**src/design/cmp_ctrl_pkg.sv**
```systemverilog
package cmp_ctrl_pkg;
  // Overview of operation
  // - raw comparator result is high when positive input exceeds negative input.
  // - raw result passes a two-flop synchroniser before showing as output status bit.
  // - control register bits: 5 output, 4 flag, 3 irq enable, 2 route, 1:0 mode.
  // - hardware sets the event flag when the selected output event occurs.
  // - interrupt asserted only on the clock after flag, irq enable and global enable were all set.
  // - flag clears automatically when the processor vectors to the comparator handler.
  // - writing one to the flag clears it; writing zero leaves it alone.
  // - irq enable at zero blocks the comparator interrupt whatever the flag.
  // - route enable high feeds comparator output to the timer capture front end.
  // - route enable low leaves the timer capture input with no comparator connection.
  // - mode 00 toggle, 01 reserved, 10 falling edge, 11 rising edge.
  // - mux enable with converter off selects converter pin 0..7 as negative input.
  // - mux enable clear or converter enabled selects the dedicated negative pin.
  // - disable bit powers the comparator down; software drops irq enable first.
  // - bandgap select replaces the positive input by a fixed internal reference.

  localparam int VOLT_W = 10;
  localparam int NUM_MUX_PINS = 8;
  localparam int ADR_W = 8;
  localparam int DAT_W = 32;
  localparam int CSR_W = 8;
  localparam int MUX_W = 5;

  localparam logic [ADR_W-1:0] OFF_CSR = 8'h00;
  localparam logic [ADR_W-1:0] OFF_MUX = 8'h04;
  localparam logic [ADR_W-1:0] OFF_IRQ_STAT = 8'h08;
  localparam logic [ADR_W-1:0] OFF_IRQ_MASK = 8'h0C;

  localparam int IRQ_BIT_EVENT = 0;

  localparam logic [1:0] MODE_TOGGLE = 2'h0;
  localparam logic [1:0] MODE_RESERVED = 2'h1;
  localparam logic [1:0] MODE_FALL = 2'h2;
  localparam logic [1:0] MODE_RISE = 2'h3;

  typedef logic [VOLT_W-1:0] volt_t;

  // internal reference level in input code units
  localparam volt_t BANDGAP_LEVEL = 10'h200;

  typedef struct packed {
    logic cmp_disable;
    logic cmp_bandgap_select;
    logic cmp_out_sync;
    logic cmp_event_flag;
    logic cmp_irq_enable;
    logic cmp_capture_route_en;
    logic [1:0] cmp_event_mode;
  } csr_s;

  typedef struct packed {
    logic [2:0] channel_select_low;
    logic converter_enable;
    logic cmp_neg_mux_en;
  } mux_s;

  localparam csr_s CSR_RESET = 8'h00;
  localparam mux_s MUX_RESET = 5'h00;
endpackage : cmp_ctrl_pkg

```
**src/design/comparator_event_control.sv**
```systemverilog
// Chosen here: the address map and the Wishbone interface to the registers.
module comparator_event_control
  import cmp_ctrl_pkg::*;
(
  input wire logic CLK,
  input wire logic RST_N,
  input wire logic CE,
  input wire logic [ADR_W-1:0] ADR_I,
  input wire logic [DAT_W-1:0] DAT_I,
  output logic [DAT_W-1:0] DAT_O,
  input wire logic WE_I,
  input wire logic [3:0] SEL_I,
  input wire logic CYC_I,
  input wire logic STB_I,
  output logic ACK_O,
  input wire volt_t CMP_POS_PIN,
  input wire volt_t CMP_NEG_PIN,
  input wire volt_t [NUM_MUX_PINS-1:0] CONVERTER_INPUT_PINS,
  input wire logic GLOBAL_IRQ_EN,
  input wire logic IRQ_VECTOR_ACK,
  output logic IRQ,
  output logic CMP_OUT,
  output logic CMP_POWER_DOWN,
  output logic CAPTURE_CMP
);

  function automatic logic addr_is(input logic [ADR_W-1:0] adr,
                                   input logic [ADR_W-1:0] off);
    addr_is = (adr == off);
  endfunction : addr_is

  // control state
  logic cmp_disable;
  logic cmp_bandgap_select;
  logic cmp_event_flag;
  logic cmp_irq_enable;
  logic cmp_capture_route_en;
  logic [1:0] cmp_event_mode;
  mux_s mux_cfg;

  // synchroniser and event history
  logic sync_meta;
  logic cmp_out_sync;
  logic out_prev;

  // bus decode
  wire req = CYC_I & STB_I;
  wire wr_take = req & WE_I & ACK_O & SEL_I[0];
  wire wr_csr = wr_take & addr_is(ADR_I, OFF_CSR);
  wire wr_mux = wr_take & addr_is(ADR_I, OFF_MUX);
  wire wr_stat = wr_take & addr_is(ADR_I, OFF_IRQ_STAT);
  wire wr_mask = wr_take & addr_is(ADR_I, OFF_IRQ_MASK);
  wire csr_s wr_csr_val = csr_s'(DAT_I[CSR_W-1:0]);
  wire mux_s wr_mux_val = mux_s'(DAT_I[MUX_W-1:0]);

  // analog front end, modelled on input codes
  wire use_mux = mux_cfg.cmp_neg_mux_en & ~mux_cfg.converter_enable;
  wire volt_t mux_pin = CONVERTER_INPUT_PINS[mux_cfg.channel_select_low];
  wire volt_t neg_in = use_mux ? mux_pin : CMP_NEG_PIN;
  wire volt_t pos_in = cmp_bandgap_select ? BANDGAP_LEVEL : CMP_POS_PIN;
  // powered-down comparator reads low
  wire raw_result = ~cmp_disable & (pos_in > neg_in);

  // edge detection on the synchronised output
  wire rise = cmp_out_sync & ~out_prev;
  wire fall = ~cmp_out_sync & out_prev;
  wire event_hit = (cmp_event_mode == MODE_TOGGLE) ? (rise | fall) :
                   (cmp_event_mode == MODE_FALL) ? fall :
                   (cmp_event_mode == MODE_RISE) ? rise :
                   1'b0;

  // flag clears: vector taken or a one written to either view of the flag
  wire w1c_flag = (wr_csr & wr_csr_val.cmp_event_flag) |
                  (wr_stat & DAT_I[IRQ_BIT_EVENT]);
  wire flag_clear = IRQ_VECTOR_ACK | w1c_flag;
  // a new event beats a clear in the same cycle
  wire next_flag = event_hit | (cmp_event_flag & ~flag_clear);

  wire next_irq = cmp_event_flag & cmp_irq_enable & GLOBAL_IRQ_EN;
  // route off holds the capture input low, not merely gated later
  wire next_capture = cmp_capture_route_en & cmp_out_sync;

  wire csr_s csr_view = '{
    cmp_disable: cmp_disable,
    cmp_bandgap_select: cmp_bandgap_select,
    cmp_out_sync: cmp_out_sync,
    cmp_event_flag: cmp_event_flag,
    cmp_irq_enable: cmp_irq_enable,
    cmp_capture_route_en: cmp_capture_route_en,
    cmp_event_mode: cmp_event_mode
  };

  wire logic [DAT_W-1:0] rd_word =
    addr_is(ADR_I, OFF_CSR) ? {{(DAT_W-CSR_W){1'b0}}, csr_view} :
    addr_is(ADR_I, OFF_MUX) ? {{(DAT_W-MUX_W){1'b0}}, mux_cfg} :
    addr_is(ADR_I, OFF_IRQ_STAT) ? {{(DAT_W-1){1'b0}}, cmp_event_flag} :
    addr_is(ADR_I, OFF_IRQ_MASK) ? {{(DAT_W-1){1'b0}}, cmp_irq_enable} :
    '0;

  wire next_ack = req & ~ACK_O;

  always_ff @(posedge CLK or negedge RST_N) begin
    if (!RST_N) begin
      ACK_O <= 1'b0;
      DAT_O <= '0;
    end else if (CE) begin
      ACK_O <= next_ack;
      DAT_O <= next_ack ? rd_word : '0;
    end
  end

  // two-flop synchroniser; the meta stage feeds only the next stage
  always_ff @(posedge CLK or negedge RST_N) begin
    if (!RST_N) begin
      sync_meta <= 1'b0;
      cmp_out_sync <= 1'b0;
      out_prev <= 1'b0;
    end else if (CE) begin
      sync_meta <= raw_result;
      cmp_out_sync <= sync_meta;
      out_prev <= cmp_out_sync;
    end
  end

  always_ff @(posedge CLK or negedge RST_N) begin
    if (!RST_N) begin
      cmp_disable <= CSR_RESET.cmp_disable;
      cmp_bandgap_select <= CSR_RESET.cmp_bandgap_select;
      cmp_capture_route_en <= CSR_RESET.cmp_capture_route_en;
      cmp_event_mode <= CSR_RESET.cmp_event_mode;
    end else if (CE && wr_csr) begin
      // mode change with irq enabled may flag a spurious event
      cmp_disable <= wr_csr_val.cmp_disable;
      cmp_bandgap_select <= wr_csr_val.cmp_bandgap_select;
      cmp_capture_route_en <= wr_csr_val.cmp_capture_route_en;
      cmp_event_mode <= wr_csr_val.cmp_event_mode;
    end
  end

  always_ff @(posedge CLK or negedge RST_N) begin
    if (!RST_N) begin
      cmp_irq_enable <= CSR_RESET.cmp_irq_enable;
    end else if (CE && wr_csr) begin
      cmp_irq_enable <= wr_csr_val.cmp_irq_enable;
    end else if (CE && wr_mask) begin
      cmp_irq_enable <= DAT_I[IRQ_BIT_EVENT];
    end
  end

  always_ff @(posedge CLK or negedge RST_N) begin
    if (!RST_N) begin
      mux_cfg <= MUX_RESET;
    end else if (CE && wr_mux) begin
      mux_cfg <= wr_mux_val;
    end
  end

  always_ff @(posedge CLK or negedge RST_N) begin
    if (!RST_N) begin
      cmp_event_flag <= CSR_RESET.cmp_event_flag;
      IRQ <= 1'b0;
      CAPTURE_CMP <= 1'b0;
    end else if (CE) begin
      cmp_event_flag <= next_flag;
      IRQ <= next_irq;
      CAPTURE_CMP <= next_capture;
    end
  end

  assign CMP_OUT = cmp_out_sync;
  assign CMP_POWER_DOWN = cmp_disable;

  // checks

  property p_sync_delay;
    @(posedge CLK) disable iff (!RST_N)
      CE ##1 CE |=> (cmp_out_sync == $past(raw_result, 2));
  endproperty
  a_sync_delay: assert property (p_sync_delay)
    else $error("output status does not follow raw result after two clocks");

  property p_raw_compare;
    @(posedge CLK) disable iff (!RST_N)
      (!cmp_disable && !cmp_bandgap_select && !mux_cfg.cmp_neg_mux_en) |->
        (raw_result == (CMP_POS_PIN > CMP_NEG_PIN));
  endproperty
  a_raw_compare: assert property (p_raw_compare)
    else $error("raw result disagrees with input comparison");

  property p_flag_set;
    @(posedge CLK) disable iff (!RST_N)
      (CE && event_hit) |=> cmp_event_flag;
  endproperty
  a_flag_set: assert property (p_flag_set)
    else $error("event did not set the flag");

  property p_flag_w1c;
    @(posedge CLK) disable iff (!RST_N)
      (CE && wr_csr && wr_csr_val.cmp_event_flag && !event_hit) |=> !cmp_event_flag;
  endproperty
  a_flag_w1c: assert property (p_flag_w1c)
    else $error("writing one did not clear the flag");

  property p_flag_w0_keeps;
    @(posedge CLK) disable iff (!RST_N)
      (CE && cmp_event_flag && !flag_clear) |=> cmp_event_flag;
  endproperty
  a_flag_w0_keeps: assert property (p_flag_w0_keeps)
    else $error("flag lost without a clear");

  property p_vector_clear;
    @(posedge CLK) disable iff (!RST_N)
      (CE && IRQ_VECTOR_ACK && !event_hit) |=> !cmp_event_flag;
  endproperty
  a_vector_clear: assert property (p_vector_clear)
    else $error("vector did not clear the flag");

  property p_irq_level;
    @(posedge CLK) disable iff (!RST_N)
      CE |=> (IRQ == $past(cmp_event_flag && cmp_irq_enable && GLOBAL_IRQ_EN));
  endproperty
  a_irq_level: assert property (p_irq_level)
    else $error("interrupt does not match flag, enable and global enable");

  property p_irq_blocked;
    @(posedge CLK) disable iff (!RST_N)
      (CE && !cmp_irq_enable) |=> !IRQ;
  endproperty
  a_irq_blocked: assert property (p_irq_blocked)
    else $error("interrupt raised with enable clear");

  property p_capture_off;
    @(posedge CLK) disable iff (!RST_N)
      (CE && !cmp_capture_route_en) |=> !CAPTURE_CMP;
  endproperty
  a_capture_off: assert property (p_capture_off)
    else $error("capture input driven with routing off");

  property p_capture_on;
    @(posedge CLK) disable iff (!RST_N)
      (CE && cmp_capture_route_en) |=> (CAPTURE_CMP == $past(cmp_out_sync));
  endproperty
  a_capture_on: assert property (p_capture_on)
    else $error("capture input does not follow comparator output");

  property p_reserved_mode;
    @(posedge CLK) disable iff (!RST_N)
      (cmp_event_mode == MODE_RESERVED) |-> !event_hit;
  endproperty
  a_reserved_mode: assert property (p_reserved_mode)
    else $error("reserved mode produced an event");

  property p_rise_mode;
    @(posedge CLK) disable iff (!RST_N)
      ($past(CE) && cmp_event_mode == MODE_RISE) |-> (event_hit == $rose(cmp_out_sync));
  endproperty
  a_rise_mode: assert property (p_rise_mode)
    else $error("rising mode decode wrong");

  property p_neg_select;
    @(posedge CLK) disable iff (!RST_N)
      (!mux_cfg.cmp_neg_mux_en || mux_cfg.converter_enable) |-> (neg_in == CMP_NEG_PIN);
  endproperty
  a_neg_select: assert property (p_neg_select)
    else $error("dedicated negative pin not selected");

  property p_mux_select;
    @(posedge CLK) disable iff (!RST_N)
      (mux_cfg.cmp_neg_mux_en && !mux_cfg.converter_enable) |->
        (neg_in == CONVERTER_INPUT_PINS[mux_cfg.channel_select_low]);
  endproperty
  a_mux_select: assert property (p_mux_select)
    else $error("converter pin not selected as negative input");

  property p_status_bit;
    @(posedge CLK) disable iff (!RST_N)
      (CE && req && !WE_I && !ACK_O && addr_is(ADR_I, OFF_CSR)) |=>
        (ACK_O && DAT_O[5] == $past(cmp_out_sync) && DAT_O[4] == $past(cmp_event_flag));
  endproperty
  a_status_bit: assert property (p_status_bit)
    else $error("control register read shows wrong status bits");

  property p_disable_low;
    @(posedge CLK) disable iff (!RST_N)
      cmp_disable |-> !raw_result;
  endproperty
  a_disable_low: assert property (p_disable_low)
    else $error("powered-down comparator reports a high result");

  property p_fall_mode;
    @(posedge CLK) disable iff (!RST_N)
      ($past(CE) && cmp_event_mode == MODE_FALL) |-> (event_hit == $fell(cmp_out_sync));
  endproperty
  a_fall_mode: assert property (p_fall_mode)
    else $error("falling mode decode wrong");

  property p_toggle_mode;
    @(posedge CLK) disable iff (!RST_N)
      ($past(CE) && cmp_event_mode == MODE_TOGGLE) |-> (event_hit == $changed(cmp_out_sync));
  endproperty
  a_toggle_mode: assert property (p_toggle_mode)
    else $error("toggle mode decode wrong");

  property p_irq_needs_flag;
    @(posedge CLK) disable iff (!RST_N)
      (CE && !cmp_event_flag) |=> !IRQ;
  endproperty
  a_irq_needs_flag: assert property (p_irq_needs_flag)
    else $error("interrupt raised with the flag clear");

  property p_irq_needs_gie;
    @(posedge CLK) disable iff (!RST_N)
      (CE && !GLOBAL_IRQ_EN) |=> !IRQ;
  endproperty
  a_irq_needs_gie: assert property (p_irq_needs_gie)
    else $error("interrupt raised with global enable off");

  property p_flag_only_event;
    @(posedge CLK) disable iff (!RST_N)
      (CE && !cmp_event_flag && !event_hit) |=> !cmp_event_flag;
  endproperty
  a_flag_only_event: assert property (p_flag_only_event)
    else $error("flag set without an event");

  property p_mode_write;
    @(posedge CLK) disable iff (!RST_N)
      (CE && wr_csr) |=> (cmp_event_mode == $past(wr_csr_val.cmp_event_mode));
  endproperty
  a_mode_write: assert property (p_mode_write)
    else $error("mode bits not taken from control write");

  property p_ctrl_read;
    @(posedge CLK) disable iff (!RST_N)
      (CE && req && !WE_I && !ACK_O && addr_is(ADR_I, OFF_CSR)) |=>
        (DAT_O[7:6] == $past({cmp_disable, cmp_bandgap_select}) &&
         DAT_O[3:0] == $past({cmp_irq_enable, cmp_capture_route_en, cmp_event_mode}));
  endproperty
  a_ctrl_read: assert property (p_ctrl_read)
    else $error("control register read shows wrong control bits");

  property p_freeze;
    @(posedge CLK) disable iff (!RST_N)
      !CE |=> ($stable(cmp_out_sync) && $stable(cmp_event_flag) && $stable(IRQ));
  endproperty
  a_freeze: assert property (p_freeze)
    else $error("state moved while clock enable was low");

endmodule : comparator_event_control

```
**config.mk**
```make
export PLATFORM = sky130hd
export DESIGN_NAME = comparator_event_control
export DESIGN_NICKNAME = d
export VERILOG_FILES = /design/src/design/cmp_ctrl_pkg.sv /design/src/design/comparator_event_control.sv
export SDC_FILE = /design/constraint.sdc
export NUM_CORES = 1
export LEC_CHECK = 0
export BUFFER_PORTS_ARGS = -buffer_cell sky130_fd_sc_hd__buf_2
export CORE_ASPECT_RATIO = 0.8
export CORE_UTILIZATION = 40
export DETAILED_ROUTE_END_ITERATION = 12
export PLACE_DENSITY = 0.82
export SYNTH_ARGS = -nofsm -noshare
export SYNTH_HDL_FRONTEND = slang
export SYNTH_SLANG_ARGS = --single-unit
```
**constraint.sdc**
```tcl
create_clock -name CLK -period 4 [get_ports CLK]
set_clock_uncertainty 0.15 [all_clocks]
set_input_delay 0.4 -clock CLK [delete_from_list [all_inputs] [get_ports CLK]]
set_output_delay 0.4 -clock CLK [all_outputs]
set_load 0.01 [all_outputs]
```
==> impl_metrics.tcl, run 1 <==
set metrics [dict create \
    run_status "finished clean" \
    yosysWarnings 0 \
    ir_worst_vdd_uv 112 \
    clk_pin_slew_ns 0.08 \
    postRouteAntennaNets 0 \
    worstHoldPathType "input port to flop" \
    initial_core_util_pct 42.5 \
    htreeDepth 1 \
    ys_types 37 \
    overflow 0 \
    register_area_um2 651 \
    multi_input_area_um2 1540 \
    clock-sinks 26 \
    syn_inst 218 \
    cts_tree "yes" \
    p_int_mw 0.430 \
    cp.arrival_ns 3.00 \
    grt_pass1_vias 2162 \
    start_kind "flop" \
    p_sw_share_pct 27.5 \
    syn_avg_cell_area_um2 10.9 \
    combPwrFrac_pct 27.9 \
    grt_max_degree 27 \
    dieArea_um2 6240 \
    synthFlopType "dfrtp_1" \
    ios 189 \
    r2r_start "mux_cfg[3]" \
    p_per_area_nw_per_um2 194 \
    nets 512 \
    setup_tns_ns 0 \
    routed_wl_um 6450 \
    end_kind "flop" \
    cts-root-buf "clkbuf_8" \
    clock_latency_ns 0.26 \
    portBuffers 136 \
    worstPathRequired_ns 4.01 \
    synth_top_family_by_area "multiplexers" \
    seqPwrFrac_pct 47.9 \
    hold_depth 2 \
    cellLeakagePower_nw 1.53 \
    post-dp-hpwl_um 5440 \
    antenna_found_initial 0 \
    vias_per_cell 5.07 \
    yosys.area_share.simple_pct 13.8 \
    gp_congestion 0.775 \
    synth_mux_area_share_pct 31.0 \
    ys_async_sr_fraction_pct 100 \
    cp_max_fo 22 \
    r2r_cells 9 \
    synth-xor-area-share_pct 0 \
    rsz0062_at_grt "false" \
    maxCapViolCount 0 \
    drv_slew 0 \
    die_w_um 88.1 \
    drive_above_1_share_pct 51.7 \
    cts_inserted_buffers 3 \
    via_count 2148 \
    hold_end "CMP_POWER_DOWN" \
    die_h_um 70.9 \
    synth_top_area_share_pct 27.4 \
    synth_seq_cells 26 \
    worst_hold_slack_ns 0.223 \
    synthTopCellsByCount "26 x dfrtp_1, 24 x buf_4, 21 x mux4_2, 14 x a21oi_1, 14 x nor2b_1" \
    period_minus_slack_ns 3.00 \
    synth_edf_count 0 \
    criticalPathCategory "flop to flop" \
    yosys.area.top_type "dfrtp_1" \
    synth_compound_area_share_pct 10.0 \
    period_share_pct 74.9 \
    cts_buffer_depth 2 \
    relSlewSlack_pct 41.5 \
    r2r_end "sync_meta" \
    finalHoldViolCount 0 \
    diodes 0 \
    synthAdderAreaFrac_pct 6.33 \
    rows 24 \
    netlist_area_um2 2370 \
    r2r_slack_ns 1.00 \
    setup_violations 0 \
    synth_area_leaders "dfrtp_1 27%, mux4_2 20%, buf_4 7.6%" \
    seq_area_frac_synth_pct 27.4 \
    drt_pass1_iterations 4 \
    hp-start "DAT_I[7]" \
    grt_pass1_wl_um 10400 \
    grtUsageTotal_pct 21.8 \
    wire_per_inst_um 15.2 \
    coreArea_um2 5590 \
    p_clk_share_pct 24.2 \
    drc_errors 0 \
    clock.fmax_mhz 334 \
    p_sw_mw 0.163 \
    synth_most_common_cell "dfrtp_1" \
    tightest_slew_ns 0.878 \
    area_growth_pct 29.0 \
    drt_iter0_drc 92 \
    fill_cells 516 \
]
## kinds of logic (layout without fill, tap and decap cells)
| kind of cell | count (synthesis) | after routing |
|---|---|---|
| compound gates | 36 | 36 |
| fa+ha+maj | 12 | 12 |
| buf+inv | 43 | 148 |
| flops | 26 | 26 |
| mux | 44 | 44 |
| simple gates | 56 | 56 |
| other cells | 1 | 24 |
## power by group through the flow
stage	combinational, mW	sequential (mW)	clock (mW)
floorplan	0.0969	0.288	0
global placement	0.158	0.288	0
detailed placement	0.165	0.289	0
CTS	0.166	0.284	0.147
global route	0.187	0.285	0.162
finish	0.165	0.284	0.143
## cells in the final DEF, fill, tap and decap left out, types with 3 or more instances in the layout
cell and instances:
buf_2 136, dfrtp_1 26, conb_1 24, mux4_2 21, a21oi_1 14, nor2b_1 14, mux2i_1 12, nor2_1 12
ha_1 12, nand2_1 7, o21ai_0 7, inv_1 6, mux2_2 6, a22o_1 5, mux2_4 5, nand3_1 4
a221o_1 4, nand4_1 4, clkbuf_8 3
## layout make-up
class                      count  share of cell area, %
timing repair buffer         139                   23.1
clock buffer                   3                   1.35
multi-input combinational    172                   50.4
sequential                    26                   21.3
tap                           78                   3.19
inverter                       6                  0.736
## registers in the layout, indices dropped and copies added (netlist names)
| signal | flops |
|---|---|
| DAT_O | 8 |
| mux_cfg | 5 |
| cmp_event_flag | 1 |
| CAPTURE_CMP | 1 |
| CMP_POWER_DOWN | 1 |
| cmp_irq_enable | 1 |
| cmp_event_mode | 2 |
| CMP_OUT | 1 |
| cmp_bandgap_select | 1 |
| IRQ | 1 |
| out_prev | 1 |
| ACK_O | 1 |
| sync_meta | 1 |
| cmp_capture_route_en | 1 |
## worst max-delay path by stage
stage / startpoint / to / slack [ns]
CTS: mux_cfg[3] / sync_meta / 0.99
global placement: mux_cfg[3] / sync_meta / 1.08
detailed placement: mux_cfg[3] / sync_meta / 1.01
global route: mux_cfg[3] / sync_meta / 0.74
floorplan: mux_cfg[2] / sync_meta / 1.07
finish: mux_cfg[3] / sync_meta / 1.00
## per-layer routing
metal  track usage, %  part of all wire [%]  wire [um]  up-vias
met5                0                     0          0        -
met4             5.20                   1.5         99        0
met3             4.32                   6.3        408       10
met2             36.1                    48       3100       97
met1             29.6                    44       2840     1013
li1                 -                     -          -     1028
## worst max-delay path, stage by stage (launching register included)
cell      delay, ns
dfrtp_1        0.92
mux4_2         0.40
mux2i_1        0.23
nor2_1         0.06
a21oi_1        0.14
ha_1           0.28
a41o_1         0.22
a21oi_1        0.12
o221ai_1       0.15
a22o_1         0.20
## metrics by stage
stage	power (mW)	instances	setup slack, ns	cell area [um2]	utilization (%)
5_1_grt	0.633	424	0.741	3060	54.7
3_3_place_gp	0.447	420	1.08	3010	53.8
6_report	0.593	424	1.00	3060	54.7
4_1_cts	0.597	424	0.990	3060	54.7
2_1_floorplan	0.385	241	1.07	2460	-
3_5_place_dp	0.454	420	1.01	3010	53.8
## what timing repair did
action	4_1_cts	5_1_grt
setup buffers	0	0
resized for setup	0	0
hold buffers	1	0
hold endpoints to repair	26	0
Power figures use the tool's default switching activity.
==> inputs of run 2 (changes only) <==
Settings changed: ABC_AREA set to 1, CORE_UTILIZATION 40 to 42.
Clock period 4 ns to 2.84 ns, I/O delays scaled along.
==> impl_metrics.tcl, run 2 <==
set metrics [dict create \
    run_status "finished clean" \
    die_w_um 91.5 \
    htreeDepth 1 \
    p_per_area_nw_per_um2 226 \
    largest_reg_flops 8 \
    combPwrFrac_pct 24.5 \
    total_power_mw 0.767 \
    antenna_found_initial 0 \
    drt_pass1_iterations 5 \
    relSlewSlack_pct 61.9 \
    start_kind "flop" \
    synthFlopType "dfrtp_1" \
    drv_slew 0 \
    synth-xor-area-share_pct 0 \
    vias_per_cell 4.84 \
    synth_top_area_share_pct 24.2 \
    initial_core_util_pct 44.6 \
    drive_above_1_share_pct 28.2 \
    synth_most_common_cell "nand2_1" \
    postCtsSetupBuffers 0 \
    maxCapViolCount 0 \
    cpPeakStageDelay_ns 0.47 \
    p_sw_mw 0.211 \
    drc_errors 0 \
    criticalPathCategory "flop to flop" \
    fin_area_um2 3390 \
    r2r_end "sync_meta" \
    ir_worst_vdd_uv 184 \
    period_share_pct 87.6 \
    largestRegisters "DAT_O: 8 flops, mux_cfg: 5 flops, cmp_event_mode: 2 flops" \
    portBuffers 136 \
    grt_pass1_wl_um 12600 \
    cts-root-buf "clkbuf_8" \
    hold_depth 3 \
    nets 736 \
    coreArea_um2 6040 \
    synthTopCellsByCount "113 x nand2_1, 68 x nor2_1, 53 x inv_1, 45 x nand3_1, 31 x o21ai_0" \
    cp_num_buf_inv 3 \
    post-dp-hpwl_um 6060 \
    synthAdderAreaFrac_pct 5.58 \
    postRouteAntennaNets 0 \
    routed_wl_um 7620 \
    synth_compound_area_share_pct 13.9 \
    syn_inst 445 \
    wire_per_inst_um 11.7 \
    area_growth_pct 25.9 \
    ys_types 29 \
    overflow 0 \
    synth_edf_count 0 \
    clock_latency_ns 0.27 \
    cp_cell_sequence "inv_2 > o211ai_1 > nand3_1 > nand3_1 > nand2_1 > inv_1 > ha_1 > nand2_1 > nor2_1 > nand4_1 > nand2_1 > inv_1 > nand2_1 > nand2_1" \
    dieArea_um2 6730 \
    crit_path_top_delay_cell "dfrtp_1" \
    setup_violations 0 \
    netlist_area_um2 2690 \
    cts_inserted_buffers 3 \
    r2r_cells 14 \
    diodes 0 \
    cp.arrival_ns 2.50 \
    synth_mux_area_share_pct 0 \
    cpMostUsedCell "nand2_1" \
    clock.fmax_mhz 402 \
    ys_async_sr_fraction_pct 100 \
    syn_avg_cell_area_um2 6.05 \
    tightest_slew_ns 0.571 \
    place_area_um2 3330 \
    drt_iter0_drc 146 \
    r2r_slack_ns 0.35 \
    finalHoldViolCount 0 \
    period_minus_slack_ns 2.49 \
    r2r_start "mux_cfg[3]" \
    ios 189 \
    cp_max_fo 36 \
    grt_pass1_vias 2958 \
    grtUsageTotal_pct 22.9 \
    hp-start "DAT_I[6]" \
    layout_commonest_cell "buf_2" \
    p_sw_share_pct 27.5 \
    die_h_um 73.6 \
    rsz0062_at_grt "false" \
    cts_tree "yes" \
    crit_family "simple AND/OR/NAND/NOR gates" \
    yosysWarnings 0 \
    layout.cells.most_common_list "136 x buf_2, 113 x nand2_1, 68 x nor2_1, 53 x inv_1, 45 x nand3_1" \
    fill_cells 611 \
    hold_buffers 1 \
    yosys.area.top_type "dfrtp_1" \
    seq_area_frac_synth_pct 24.2 \
    end_kind "flop" \
    synth_top_family_by_area "simple AND/OR/NAND/NOR gates" \
    regMostFlops "DAT_O" \
    gp_congestion 0.832 \
    clock-sinks 26 \
    synth_area_leaders "dfrtp_1 24%, nand2_1 16%, nor2_1 9.5%" \
    setup_tns_ns 0 \
    rows 25 \
    cts_buffer_depth 2 \
    cts_resized 0 \
    p_int_mw 0.555 \
    synth_seq_cells 26 \
    clk_pin_slew_ns 0.08 \
    grt_max_degree 52 \
    yosys.area_share.simple_pct 38.3 \
    worstPathRequired_ns 2.86 \
    p_clk_share_pct 26.8 \
    hold_end "cmp_bandgap_select" \
    via_count 3154 \
    seqPwrFrac_pct 48.7 \
    worstHoldPathType "input port to flop" \
    cellLeakagePower_nw 1.97 \
    final_util_pct 56.1 \
]
## run 2: final cells by class
type	count	area, um2	area share, %
clock buffers	3	41.3	1.22
inverters	57	214	6.32
multi-input cells	343	1650	48.6
flip-flops and latches	26	651	19.2
well taps	81	101	2.99
repair buffers	141	733	21.7
## run 2: stage by stage
stage	hold WS, ns	std cells	worst slack [ns]
CTS	0.101	651	0.336
finish	0.106	651	0.352
detailed placement	0.162	647	0.350
floorplan	-0.162	468	0.695
global placement	0.153	647	0.402
global route	0.110	651	0.108
## run 2: worst reg2reg max path, delay by kind of cell, from the launching register on
| family | cells | cell delay [ns] |
|---|---|---|
| compound gates | 1 | 0.19 |
| fa+ha+maj | 1 | 0.26 |
| buf+inv | 3 | 0.51 |
| flops | 1 | 0.47 |
| simple gates | 9 | 0.81 |
## run 2: kinds of logic after synthesis
kind of cell | Yosys count
AOI/OAI and AO/OA | 64
and+or+nand+nor | 243
DFF | 26
buffers and inverters | 99
other | 1
adders and majority gates | 12
## run 2: worst max-delay path by stage
stage | start | to | slack, ns | cells after the start
after global placement | mux_cfg[3] | sync_meta | 0.40 | 14
after CTS | mux_cfg[3] | sync_meta | 0.34 | 14
final | mux_cfg[3] | sync_meta | 0.35 | 14
after global routing | mux_cfg[0] | sync_meta | 0.11 | 13
after detailed placement | mux_cfg[3] | sync_meta | 0.35 | 14
after floorplan | mux_cfg[2] | sync_meta | 0.69 | 16
## run 2: routing by layer
| metal | global-route usage (%) | share of wire, % | vias to the layer above |
|---|---|---|---|
| li1 | - | - | 1622 |
| met1 | 26.7 | 42 | 1412 |
| met2 | 44.3 | 50 | 110 |
| met3 | 3.83 | 7.2 | 10 |
| met4 | 4.94 | 0.83 | 0 |
| met5 | 0 | 0 | - |
## run 2: power groups by stage
stage | sequential, mW | clock, mW | combinational (mW)
finish | 0.373 | 0.206 | 0.188
global route | 0.374 | 0.222 | 0.214
CTS | 0.373 | 0.211 | 0.188
detailed placement | 0.381 | 0 | 0.186
global placement | 0.381 | 0 | 0.183
floorplan | 0.381 | 0 | 0.102
==> inputs of run 3 (changes only) <==
Settings changed: BUFFER_PORTS_ARGS -buffer_cell sky130_fd_sc_hd__buf_2 to -buffer_cell sky130_fd_sc_hd__buf_4.
==> impl_metrics.tcl, run 3 (synthesis results as in run 2) <==
set metrics [dict create \
    coreArea_um2 6040 \
    portBuffers 136 \
    cts_resized 0 \
    p_clk_share_pct 28.3 \
    grt_pass1_vias 2942 \
    routed_wl_um 8030 \
    wire_per_inst_um 12.3 \
    area_growth_pct 39.4 \
    r2r_end "sync_meta" \
    worstHoldPathType "input port to flop" \
    largestRegisters "DAT_O: 8 flops, mux_cfg: 5 flops, cmp_event_mode: 2 flops" \
    combPwrFrac_pct 27.7 \
    ios 189 \
    rsz0062_at_grt "false" \
    regMostFlops "DAT_O" \
    post-dp-hpwl_um 6470 \
    clock_latency_ns 0.27 \
    period_minus_slack_ns 2.52 \
    clk_pin_slew_ns 0.09 \
    crit_cells 16 \
    grtUsageTotal_pct 24.1 \
    cp_num_buf_inv 4 \
    layout_commonest_cell "buf_4" \
    total_power_mw 0.849 \
    dieArea_um2 6730 \
    worstPathRequired_ns 2.86 \
    drt_iter0_drc 135 \
    vias_per_cell 4.86 \
    via_count 3185 \
    end_kind "flop" \
    postRouteAntennaNets 0 \
    r2r_start "mux_cfg[3]" \
    cp_max_fo 19 \
    hp-start "DAT_I[7]" \
    p_int_mw 0.632 \
    grt_pass1_wl_um 12900 \
    r2r_cells 16 \
    fill_cells 573 \
    r2r_slack_ns 0.32 \
    start_kind "flop" \
    clock.fmax_mhz 397 \
    largest_reg_flops 8 \
    drv_slew 0 \
    multi_input_area_um2 1650 \
    drt_pass1_iterations 6 \
    run_status "finished clean" \
    die_w_um 91.5 \
    cts-root-buf "clkbuf_8" \
    cp_cell_sequence "inv_2 > buf_4 > nor2_1 > o21ai_0 > nand3_1 > nand3_1 > nand2_1 > inv_1 > ha_1 > nand2_1 > nor2_1 > nand4_1 > nand2_1 > inv_1 > nand2_1 > nand2_1" \
    maxCapViolCount 0 \
    cts_inserted_buffers 3 \
    setup_violations 0 \
    overflow 0 \
    register_area_um2 651 \
    nets 739 \
    cellLeakagePower_nw 2.10 \
    final_util_pct 62.1 \
    postCtsSetupBuffers 0 \
    gp_congestion 0.826 \
    setup_tns_ns 0 \
    cts_tree "yes" \
    p_sw_share_pct 25.6 \
    grt_max_degree 33 \
    rows 25 \
    p_per_area_nw_per_um2 226 \
    cts_buffer_depth 2 \
    diodes 0 \
    die_h_um 73.6 \
    drive_above_1_share_pct 28.7 \
    finalHoldViolCount 0 \
    crit_family "simple AND/OR/NAND/NOR gates" \
    ir_worst_vdd_uv 215 \
    cpPeakStageDelay_ns 0.50 \
    initial_core_util_pct 44.6 \
    crit_start "mux_cfg[3]" \
    cp.arrival_ns 2.54 \
    crit_path_top_delay_cell "dfrtp_1" \
    seqPwrFrac_pct 44.0 \
    criticalPathCategory "flop to flop" \
    cpMostUsedCell "nand2_1" \
    htreeDepth 1 \
    period_share_pct 88.7 \
    endpoint "sync_meta" \
    drc_errors 0 \
    layout.cells.most_common_list "143 x buf_4, 113 x nand2_1, 68 x nor2_1, 53 x inv_1, 45 x nand3_1" \
    p_sw_mw 0.217 \
    antenna_found_initial 0 \
    clock-sinks 26 \
]
run 3: changes by cell type in the layout (fill, tap and decap cells not counted):
cell      delta
clkbuf_8     +1
buf_12       -1
buf_4      +140
buf_2      -136
run 3: per-layer routing:
metal | share of wire, % | GRT usage [%] | vias to the layer above
li1 | - | - | 1622
met1 | 40 | 28.8 | 1434
met2 | 50 | 46.2 | 118
met3 | 7.8 | 2.28 | 11
met4 | 1.7 | 7.23 | 0
met5 | 0 | 0 | -
run 3: repair_timing:
item	in CTS	in global routing
endpoints found under the hold margin	26	0
hold buffers	1	0
setup endpoints to repair	0	0
run 3: per-stage QoR:
step | worst slack [ns] | cells | cell area [um2] | hold slack [ns]
detailed placement | 0.333 | 650 | 3680 | 0.0582
global placement | 0.357 | 650 | 3680 | 0.0566
floorplan | 0.695 | 468 | 2780 | -0.162
CTS | 0.313 | 655 | 3750 | 0.0855
finish | 0.321 | 655 | 3750 | 0.0926
global route | 0.00139 | 655 | 3750 | 0.0998
run 3: cell type report:
| cell class | count | area share (%) |
|---|---|---|
| Multi-Input combinational cell | 343 | 43.9 |
| Timing Repair Buffer | 144 | 28.9 |
| Sequential cell | 26 | 17.4 |
| Inverter | 57 | 5.71 |
| Tap cell | 81 | 2.70 |
| Clock buffer | 4 | 1.47 |
run 3: how the worst min path moves through the flow:
stage	endpoint	slack, ns	depth (start not counted)
CTS	CMP_POWER_DOWN	0.09	3
floorplan	ACK_O	-0.16	0
global placement	DAT_O[0]	0.06	1
finish	CMP_POWER_DOWN	0.09	3
global route	cmp_bandgap_select	0.1	3
detailed placement	ACK_O	0.06	1
run 3: power groups by stage:
stage / clock network [mW] / registers [mW] / logic [mW]
detailed placement: 0 / 0.381 / 0.233
global route: 0.259 / 0.374 / 0.262
floorplan: 0 / 0.381 / 0.102
finish: 0.241 / 0.373 / 0.235
CTS: 0.242 / 0.373 / 0.236
global placement: 0 / 0.381 / 0.230
run 3: worst min-delay path: cells and delay by family:
kind	cells	cell delay, ns
buffers and inverters	1	0.08
AO/OA/AOI/OAI	1	0.08
AND/OR/NAND/NOR	1	0.03
